$ cat src/verilog/frps_pkg.sv
`default_nettype none
package frps_pkg;

    // ------------------------------------------------------------------
    // register selects and field layout
    // ------------------------------------------------------------------
    typedef enum logic [1:0] {
        FRPS_SEL_CONTROL,
        FRPS_SEL_KEY,
        FRPS_SEL_TABLE_LOW,
        FRPS_SEL_TABLE_HIGH
    } frps_sel_e;

    localparam int CTL_START_BIT = 15;
    localparam int CTL_PROG_EN_BIT = 14;
    localparam int CTL_SEQ_ERR_BIT = 13;
    localparam int CTL_ERASE_BIT = 6;
    localparam logic [15:0] CTL_RW_MASK = 16'h404f;
    localparam logic [15:0] CTL_RESET = 16'h0000;
    localparam logic [15:0] KEY_RESET = 16'h0000;

    localparam logic [7:0] KEY_FIRST = 8'h55;
    localparam logic [7:0] KEY_SECOND = 8'haa;

    // ------------------------------------------------------------------
    // operation codes
    // ------------------------------------------------------------------
    localparam logic [3:0] OP_BULK = 4'hf;
    localparam logic [3:0] OP_GEN_SEG = 4'hd;
    localparam logic [3:0] OP_SEC_SEG = 4'hc;
    localparam logic [3:0] OP_WORD = 4'h3;
    localparam logic [3:0] OP_PAGE_ROW = 4'h2;
    localparam logic [3:0] OP_ROW = 4'h1;
    localparam logic [3:0] OP_CFG = 4'h0;

    typedef enum logic [2:0] {
        FRPS_ACT_NONE,
        FRPS_ACT_BULK_ERASE,
        FRPS_ACT_SEG_ERASE,
        FRPS_ACT_PAGE_ERASE,
        FRPS_ACT_CFG_ERASE,
        FRPS_ACT_WORD_PROG,
        FRPS_ACT_ROW_PROG,
        FRPS_ACT_CFG_PROG
    } frps_act_e;

    // ------------------------------------------------------------------
    // geometry and timing
    // ------------------------------------------------------------------
    localparam int ROW_WORDS = 64;
    localparam int ROW_AW = 6;
    localparam int CLK_MHZ = 200;
    localparam int OP_TIME_US = 1500;
    localparam int OP_CYCLES = OP_TIME_US * CLK_MHZ;

    // one register write from the core
    typedef struct packed {
        logic wr;
        frps_sel_e sel;
        logic [15:0] data;
    } frps_wr_s;

    // request to the flash array
    typedef struct packed {
        logic valid;
        frps_act_e act;
        logic [23:0] addr;
    } frps_op_s;

endpackage
`default_nettype wire

$ cat src/verilog/frps_sequencer.sv
`default_nettype none
// Summary of operation
// - key register write-only, reads zero
// - page erase is code 0010, erase, enable
// - no operation without key sequence
// - start bit runs erase, stalls core
// - row program is code 0001, enable set
// - row program stalls core, start self-clears
// - sixty-four buffered words program one row
// - erase-mode codes decoded, others do nothing
// - program-mode codes decoded, others do nothing
// - error flag marks improper sequence
// - enable clear inhibits every operation
module frps_sequencer
    import frps_pkg::*;
#(
    parameter int OP_CYCLES_P = OP_CYCLES
)
(
    // clock and reset
    input wire logic clock,
    input wire logic rst_n,
    // register writes and read-back from the core
    input wire frps_wr_s core_wr,
    input wire logic [23:0] table_addr,
    output logic [15:0] control_rd,
    output logic [15:0] key_rd,
    // core stall while self-timed operation runs
    output logic core_stall,
    // flash array side
    output frps_op_s flash_op,
    output logic [1535:0] row_data,
    input wire logic flash_done
);

    // ------------------------------------------------------------------
    // reset release
    // ------------------------------------------------------------------
    logic rst_meta_r, rst_sync_r;

    // two flops so release is clean against the clock
    always_ff @(posedge clock or negedge rst_n)
    begin
        if (!rst_n)
        begin
            rst_meta_r <= 1'b0;
            rst_sync_r <= 1'b0;
        end
        else
        begin
            rst_meta_r <= 1'b1;
            rst_sync_r <= rst_meta_r;
        end
    end

    // ------------------------------------------------------------------
    // decoding
    // ------------------------------------------------------------------
    function automatic frps_act_e decode_op(input logic erase,
                                            input logic [3:0] op);
        frps_act_e a;
        a = FRPS_ACT_NONE;
        if (erase)
        begin
            unique case (op)
                OP_BULK: a = FRPS_ACT_BULK_ERASE;
                OP_GEN_SEG, OP_SEC_SEG: a = FRPS_ACT_SEG_ERASE;
                OP_PAGE_ROW: a = FRPS_ACT_PAGE_ERASE;
                OP_CFG: a = FRPS_ACT_CFG_ERASE;
                default: a = FRPS_ACT_NONE;
            endcase
        end
        else
        begin
            unique case (op)
                OP_WORD: a = FRPS_ACT_WORD_PROG;
                OP_ROW: a = FRPS_ACT_ROW_PROG;
                OP_CFG: a = FRPS_ACT_CFG_PROG;
                default: a = FRPS_ACT_NONE;
            endcase
        end
        return a;
    endfunction

    logic ctl_wr, key_wr, start_req;
    assign ctl_wr = core_wr.wr && core_wr.sel == FRPS_SEL_CONTROL;
    assign key_wr = core_wr.wr && core_wr.sel == FRPS_SEL_KEY;
    assign start_req = ctl_wr && core_wr.data[CTL_START_BIT];

    // ------------------------------------------------------------------
    // key sequence tracker
    // ------------------------------------------------------------------
    typedef enum logic [1:0] {KEY_IDLE, KEY_GOT_FIRST, KEY_ARMED} frps_key_e;
    frps_key_e key_r;

    // any write other than the next key byte drops back to idle
    always_ff @(posedge clock or negedge rst_sync_r)
    begin
        if (!rst_sync_r)
            key_r <= KEY_IDLE;
        else if (key_wr && key_r == KEY_IDLE
                 && core_wr.data[7:0] == KEY_FIRST)
            key_r <= KEY_GOT_FIRST;
        else if (key_wr && key_r == KEY_GOT_FIRST
                 && core_wr.data[7:0] == KEY_SECOND)
            key_r <= KEY_ARMED;
        else if (core_wr.wr)
            key_r <= KEY_IDLE;
    end

    // key bytes are consumed by the tracker only; read-back is zero
    always_ff @(posedge clock or negedge rst_sync_r)
    begin
        if (!rst_sync_r)
            key_rd <= KEY_RESET;
        else
            key_rd <= KEY_RESET;
    end

    // ------------------------------------------------------------------
    // operation sequencer
    // ------------------------------------------------------------------
    typedef enum logic [1:0] {SEQ_IDLE, SEQ_BUSY, SEQ_WAIT} frps_seq_e;
    frps_seq_e seq_r;
    logic [31:0] timer_r;
    logic [23:0] base_addr_r;
    logic launch;
    frps_act_e act_now;

    assign act_now = decode_op(control_rd[CTL_ERASE_BIT], control_rd[3:0]);
    // the start only takes effect on an armed, enabled, idle sequencer
    assign launch = start_req && key_r == KEY_ARMED && seq_r == SEQ_IDLE
                    && control_rd[CTL_PROG_EN_BIT];

    // self-timed run; a no-op code still passes through the stall
    always_ff @(posedge clock or negedge rst_sync_r)
    begin
        if (!rst_sync_r)
        begin
            seq_r <= SEQ_IDLE;
            timer_r <= 32'h0;
        end
        else
        begin
            unique case (seq_r)
                SEQ_IDLE:
                    if (launch)
                    begin
                        seq_r <= SEQ_BUSY;
                        timer_r <= 32'(OP_CYCLES_P - 1);
                    end
                SEQ_BUSY:
                    if (timer_r == 32'h0)
                        seq_r <= SEQ_WAIT;
                    else
                        timer_r <= timer_r - 32'h1;
                SEQ_WAIT:
                    if (flash_done || flash_op.act == FRPS_ACT_NONE)
                        seq_r <= SEQ_IDLE;
            endcase
        end
    end

    // stall the core for exactly the run
    always_ff @(posedge clock or negedge rst_sync_r)
    begin
        if (!rst_sync_r)
            core_stall <= 1'b0;
        else if (launch)
            core_stall <= 1'b1;
        else if (seq_r == SEQ_WAIT
                 && (flash_done || flash_op.act == FRPS_ACT_NONE))
            core_stall <= 1'b0;
    end

    // one-cycle command to the array, address from the table latch;
    // the whole command has one owner so no field has two drivers
    always_ff @(posedge clock or negedge rst_sync_r)
    begin
        if (!rst_sync_r)
            flash_op <= '0;
        else
        begin
            flash_op.valid <= launch && act_now != FRPS_ACT_NONE;
            if (launch)
            begin
                flash_op.act <= act_now;
                flash_op.addr <= base_addr_r;
            end
        end
    end

    // ------------------------------------------------------------------
    // control register
    // ------------------------------------------------------------------
    // start bit is set-only and cleared by hardware at the end
    always_ff @(posedge clock or negedge rst_sync_r)
    begin
        if (!rst_sync_r)
            control_rd <= CTL_RESET;
        else
        begin
            if (ctl_wr && seq_r == SEQ_IDLE)
                control_rd <= (core_wr.data & CTL_RW_MASK)
                              | (control_rd & ~CTL_RW_MASK);
            if (launch)
                control_rd[CTL_START_BIT] <= 1'b1;
            else if (seq_r == SEQ_WAIT && !core_stall)
                control_rd[CTL_START_BIT] <= 1'b0;
            else if (seq_r == SEQ_WAIT
                     && (flash_done || flash_op.act == FRPS_ACT_NONE))
                control_rd[CTL_START_BIT] <= 1'b0;
            // set wins: a bad start always flags, a clean run clears
            if (start_req && !launch)
                control_rd[CTL_SEQ_ERR_BIT] <= 1'b1;
            else if (launch)
                control_rd[CTL_SEQ_ERR_BIT] <= 1'b0;
            else if (ctl_wr && seq_r == SEQ_IDLE)
                control_rd[CTL_SEQ_ERR_BIT] <=
                    core_wr.data[CTL_SEQ_ERR_BIT];
        end
    end

    // ------------------------------------------------------------------
    // holding buffers
    // ------------------------------------------------------------------
    logic [ROW_AW-1:0] slot;
    assign slot = table_addr[ROW_AW:1];

    // low word then high byte per slot; slot comes from table_addr, low write latches base
    always_ff @(posedge clock or negedge rst_sync_r)
    begin
        if (!rst_sync_r)
        begin
            row_data <= '0;
            base_addr_r <= 24'h0;
        end
        else if (core_wr.wr && seq_r == SEQ_IDLE)
        begin
            if (core_wr.sel == FRPS_SEL_TABLE_LOW)
            begin
                row_data[24*slot +: 16] <= core_wr.data;
                base_addr_r <= table_addr;
            end
            else if (core_wr.sel == FRPS_SEL_TABLE_HIGH)
                row_data[24*slot + 16 +: 8] <= core_wr.data[7:0];
        end
    end

    // ------------------------------------------------------------------
    // checks
    // ------------------------------------------------------------------
    unkeyed_start_a: assert property (@(posedge clock)
        disable iff (!rst_sync_r)
        start_req && key_r != KEY_ARMED && seq_r == SEQ_IDLE
        |=> control_rd[CTL_SEQ_ERR_BIT] && !core_stall)
        else $error("unkeyed start was not refused");
    enable_gate_a: assert property (@(posedge clock)
        disable iff (!rst_sync_r)
        start_req && !control_rd[CTL_PROG_EN_BIT] |=> !flash_op.valid)
        else $error("operation issued with enable clear");
    stall_start_a: assert property (@(posedge clock)
        disable iff (!rst_sync_r)
        launch |=> core_stall && control_rd[CTL_START_BIT])
        else $error("stall or start missing after launch");
    start_clear_a: assert property (@(posedge clock)
        disable iff (!rst_sync_r)
        $fell(core_stall) |-> !control_rd[CTL_START_BIT])
        else $error("start bit outlived the stall");
    key_reset_a: assert property (@(posedge clock)
        disable iff (!rst_sync_r)
        launch |=> key_r == KEY_IDLE)
        else $error("key tracker not consumed by start");
    key_read_a: assert property (@(posedge clock)
        disable iff (!rst_sync_r)
        key_rd == 16'h0000)
        else $error("key register read non-zero");
    page_erase_a: assert property (@(posedge clock)
        disable iff (!rst_sync_r)
        launch && control_rd[CTL_ERASE_BIT]
        && control_rd[3:0] == OP_PAGE_ROW
        |=> flash_op.valid && flash_op.act == FRPS_ACT_PAGE_ERASE)
        else $error("page erase not issued");
    row_prog_a: assert property (@(posedge clock)
        disable iff (!rst_sync_r)
        launch && !control_rd[CTL_ERASE_BIT] && control_rd[3:0] == OP_ROW
        |=> flash_op.valid && flash_op.act == FRPS_ACT_ROW_PROG)
        else $error("row program not issued");
    noop_code_a: assert property (@(posedge clock)
        disable iff (!rst_sync_r)
        launch && control_rd[3:0] == OP_WORD && control_rd[CTL_ERASE_BIT]
        |=> !flash_op.valid)
        else $error("no-op code reached the array");

endmodule
`default_nettype wire

$ cat config.mk
export PLATFORM = sky130hd
export DESIGN_NAME = frps_sequencer
export DESIGN_NICKNAME = d
export VERILOG_FILES = /design/src/verilog/frps_pkg.sv /design/src/verilog/frps_sequencer.sv
export SDC_FILE = /design/constraint.sdc
export NUM_CORES = 2
export LEC_CHECK = 0
export BUFFER_PORTS_ARGS = -buffer_cell sky130_fd_sc_hd__buf_2
export CAP_MARGIN = 15
export CORE_AREA = 2 2 644 646
export CTS_CLUSTER_DIAMETER = 200
export DETAILED_ROUTE_END_ITERATION = 6
export DIE_AREA = 0 0 646 648
export PLACE_DENSITY = 0.41
export SLEW_MARGIN = 0
export SYNTH_ARGS = -nofsm -noshare
export SYNTH_HDL_FRONTEND = slang
export SYNTH_SLANG_ARGS = --single-unit
$ cat constraint.sdc
create_clock -name clock -period 60.1 [get_ports clock]
set_input_delay 9.015 -clock clock [delete_from_list [all_inputs] [get_ports clock]]
set_output_delay 9.015 -clock clock [all_outputs]
set_load 0.02 [all_outputs]
==> impl_metrics.env <==
export IMPL_syn_area_um2=79500
export IMPL_ir_worst_vdd_uv=25.2
export IMPL_seqPwrFrac_pct=38.4
export IMPL_syn_inst=7939
export IMPL_area_growth_syn_to_layout_pct=29.7
export IMPL_dp_cells=14800
export IMPL_htreeDepth=4
export IMPL_clock_sinks=1635
export IMPL_die_area_um2=419000
export IMPL_fin_setup_tns_ns=0
export IMPL_status="finished with violations"
export IMPL_relSlewSlack_pct=11.4
export IMPL_finClkSkew_ns=0.0678
export IMPL_worstPathArrival_ns=16.51
export IMPL_muxShareOfSynthArea_pct=0.563
export IMPL_ys_warn_count=0
export IMPL_synth_commonest_cells="dfrtp_1, nor2_1, a221o_1"
export IMPL_failed_checks="DRC"
export IMPL_fillers=44300
export IMPL_pin_count=1643
export IMPL_cts_hold_buf=0
export IMPL_root_buffer="clkbuf_16"
export IMPL_fmax_ghz=0.0639
export IMPL_crit_required_ns=60.96
export IMPL_grt_pass1_wl_mm=848
export IMPL_r2r_start="seq_r[0]"
export IMPL_cts_tree="built"
export IMPL_end_kind="flop"
export IMPL_routedWlPerCell_um=43.6
export IMPL_stdcell_area_um2=103000
export IMPL_gp_congestion=0.925
export IMPL_core_um2=412000
export IMPL_power_switching_mw=1.04
export IMPL_yosysSeqAreaShare_pct=51.4
export IMPL_slew_viol_final=0
export IMPL_fin_util_pct=25.0
export IMPL_ys_async_sr_fraction_pct=100
export IMPL_fin_crit_sh_pct=26.0
export IMPL_drt_total_wl_mm=662
export IMPL_clock_latency_ns=0.97
export IMPL_dr_pass1_iters=7
export IMPL_ant_nets=0
export IMPL_crit_type="in2reg"
export IMPL_r2r_slack_ns=54.54
export IMPL_clk_path_buf_depth=4
export IMPL_drc=2
export IMPL_avgSynthCellArea_um2=10.0
export IMPL_ys_types=103
export IMPL_antenna_found_initial=63
export IMPL_synth_top_family_by_area="compound AO/OA/AOI/OAI gates"
export IMPL_synthTopCellsByArea="dfrtp_1, a221o_1, nor2_1"
export IMPL_post_cts_buffers=0
export IMPL_cts_buffers=209
export IMPL_period_needed_ns=15.65
export IMPL_synth_xor_area_share_pct=0.401
export IMPL_hold_depth=0
export IMPL_synth_top_area_share_pct=51.4
export IMPL_reg2reg_to="row_data[1123]"
export IMPL_grtUsageTotal_pct=30.3
export IMPL_r2r_cells=10
export IMPL_pwr_density_cell_nw_per_um2=29.5
export IMPL_hold_viol_final=0
export IMPL_synth_area_leader_cell="dfrtp_1"
export IMPL_die_h_um=648
export IMPL_synth_edf_count=0
export IMPL_grt_pass1_vias=81900
export IMPL_overflow=0
export IMPL_drive_gt1_share_pct=27.6
export IMPL_synth_compound_area_share_pct=25.0
export IMPL_nNetsFinal=9577
export IMPL_p_leak_nw=47.5
export IMPL_rows=236
export IMPL_grt_max_degree=178
export IMPL_crit_fanout=46
export IMPL_switching_share_pct=34.3
export IMPL_stdcell_count=15200
export IMPL_place_area_um2=96000
export IMPL_clk_pin_slew_ns=0.06
export IMPL_cts_resized_gates=0
export IMPL_synth_adder_area_share_pct=0.308
export IMPL_min_from="rst_meta_r"
export IMPL_p_int_mw=2.00
export IMPL_worst_hold_path_endpoint="rst_sync_r"
export IMPL_drv_cap=0
export IMPL_worstMarginPinSlew_ns=1.33
export IMPL_combPwrFrac_pct=17.8
export IMPL_yosys_cell_count_top_type="dfrtp_1"
export IMPL_drt_vias_per_instance=5.62
export IMPL_setup_viol=0
export IMPL_die_w_um=646
export IMPL_startpoint_type="primary input"
export IMPL_drt_iter0_drc=11100
export IMPL_ys_flop_type="dfrtp_1"
export IMPL_numPortBuffers=1618
export IMPL_dpl_hpwl_mm=491
export IMPL_synthSimpleGateAreaFrac_pct=18.8
export IMPL_num_vias=85300
export IMPL_rsz0062_at_grt="false"
export IMPL_hp_class="reg2reg"
export IMPL_synth_seq_cells=1635
export IMPL_p_clk_share_pct=43.8
export IMPL_initial_utilization_pct=19.3
[placed cells by master, fill, tap and decap left out, types with 193 or more instances in the layout]
cell and count:
a21o_1 193, a221o_1 989, buf_2 1622, buf_4 330
clkbuf_16 210, dfrtp_1 1634, nand2_1 794, nand3_1 387
nor2_1 992, nor3_1 573
[worst max path at each step]
stage	endpoint	startpoint	slack [ns]
after global placement	row_data[835]	table_addr[1]	43.59
after CTS	row_data[837]	table_addr[1]	44.50
final	row_data[655]	table_addr[1]	44.46
after global routing	row_data[837]	table_addr[1]	44.31
after floorplan	base_addr_r[0]	rst_sync_r	11.15
after detailed placement	row_data[837]	table_addr[1]	43.54
[state kept, by name, summed over array words and instances, names as in the netlist]
name,count
rst_sync_r,1
key_r,2
base_addr_r,24
control_rd,8
rst_meta_r,1
flash_op,28
timer_r,32
seq_r,2
core_stall,1
row_data,1536
[power by group through the flow]
stage / registers [mW] / logic (mW) / clock network [mW]
2_1_floorplan: 1.21 / 0.190 / 0
3_3_place_gp: 1.18 / 0.533 / 0
3_5_place_dp: 1.18 / 0.537 / 0
4_1_cts: 1.17 / 0.538 / 1.35
5_1_grt: 1.17 / 0.552 / 1.39
6_report: 1.17 / 0.541 / 1.33
[final cells by class]
class / instances / area, um^2 / share of cell area, %
clock buffer: 299 / 6020 / 5.84
inverter: 47 / 176 / 0.171
antenna: 26 / 65.1 / 0.0631
clock inverter: 81 / 1000 / 0.973
timing repair buffer: 1965 / 10800 / 10.5
tap: 5474 / 6850 / 6.64
multi-input combinational: 5654 / 37300 / 36.1
sequential: 1635 / 40900 / 39.7
[logic make-up after synthesis]
family | count (synthesis)
simple gates | 3238
buf+inv | 673
flops | 1635
compound gates | 2296
xor+xnor | 34
fa+ha+maj | 19
mux | 42
other cells | 2
[worst max-delay path, stage by stage]
cell and delay [ns]:
buf_4 0.31, ha_1 0.41, fa_1 0.55, a211o_1 0.42, and3_1 0.35, nor4_4 0.67
and3_1 0.25, ha_1 0.37, inv_1 0.36, nor2_1 0.19, o211ai_1 0.39, and2_4 0.61
buf_4 0.57, buf_4 0.57, nor2_4 0.29, a31oi_1 0.70, a221o_1 0.28
[stage by stage]
step / power, mW / worst slack [ns] / hold slack [ns]
6_report: 3.04 / 44.46 / 0.359
5_1_grt: 3.11 / 44.31 / 0.358
4_1_cts: 3.05 / 44.50 / 0.360
3_5_place_dp: 1.72 / 43.54 / 0.346
3_3_place_gp: 1.72 / 43.59 / 0.337
2_1_floorplan: 1.40 / 11.15 / 0.331
[metal layers]
metal	wire (um)	vias to the layer above	global-route usage [%]	part of all wire [%]
met5	69	-	0	0.010
met4	51200	10	19.8	7.7
met3	55700	1330	7.69	8.4
met2	301000	5657	48.1	45
met1	254000	44400	36.3	38
li1	-	33900	-	-
Power figures use the tool's default switching activity.
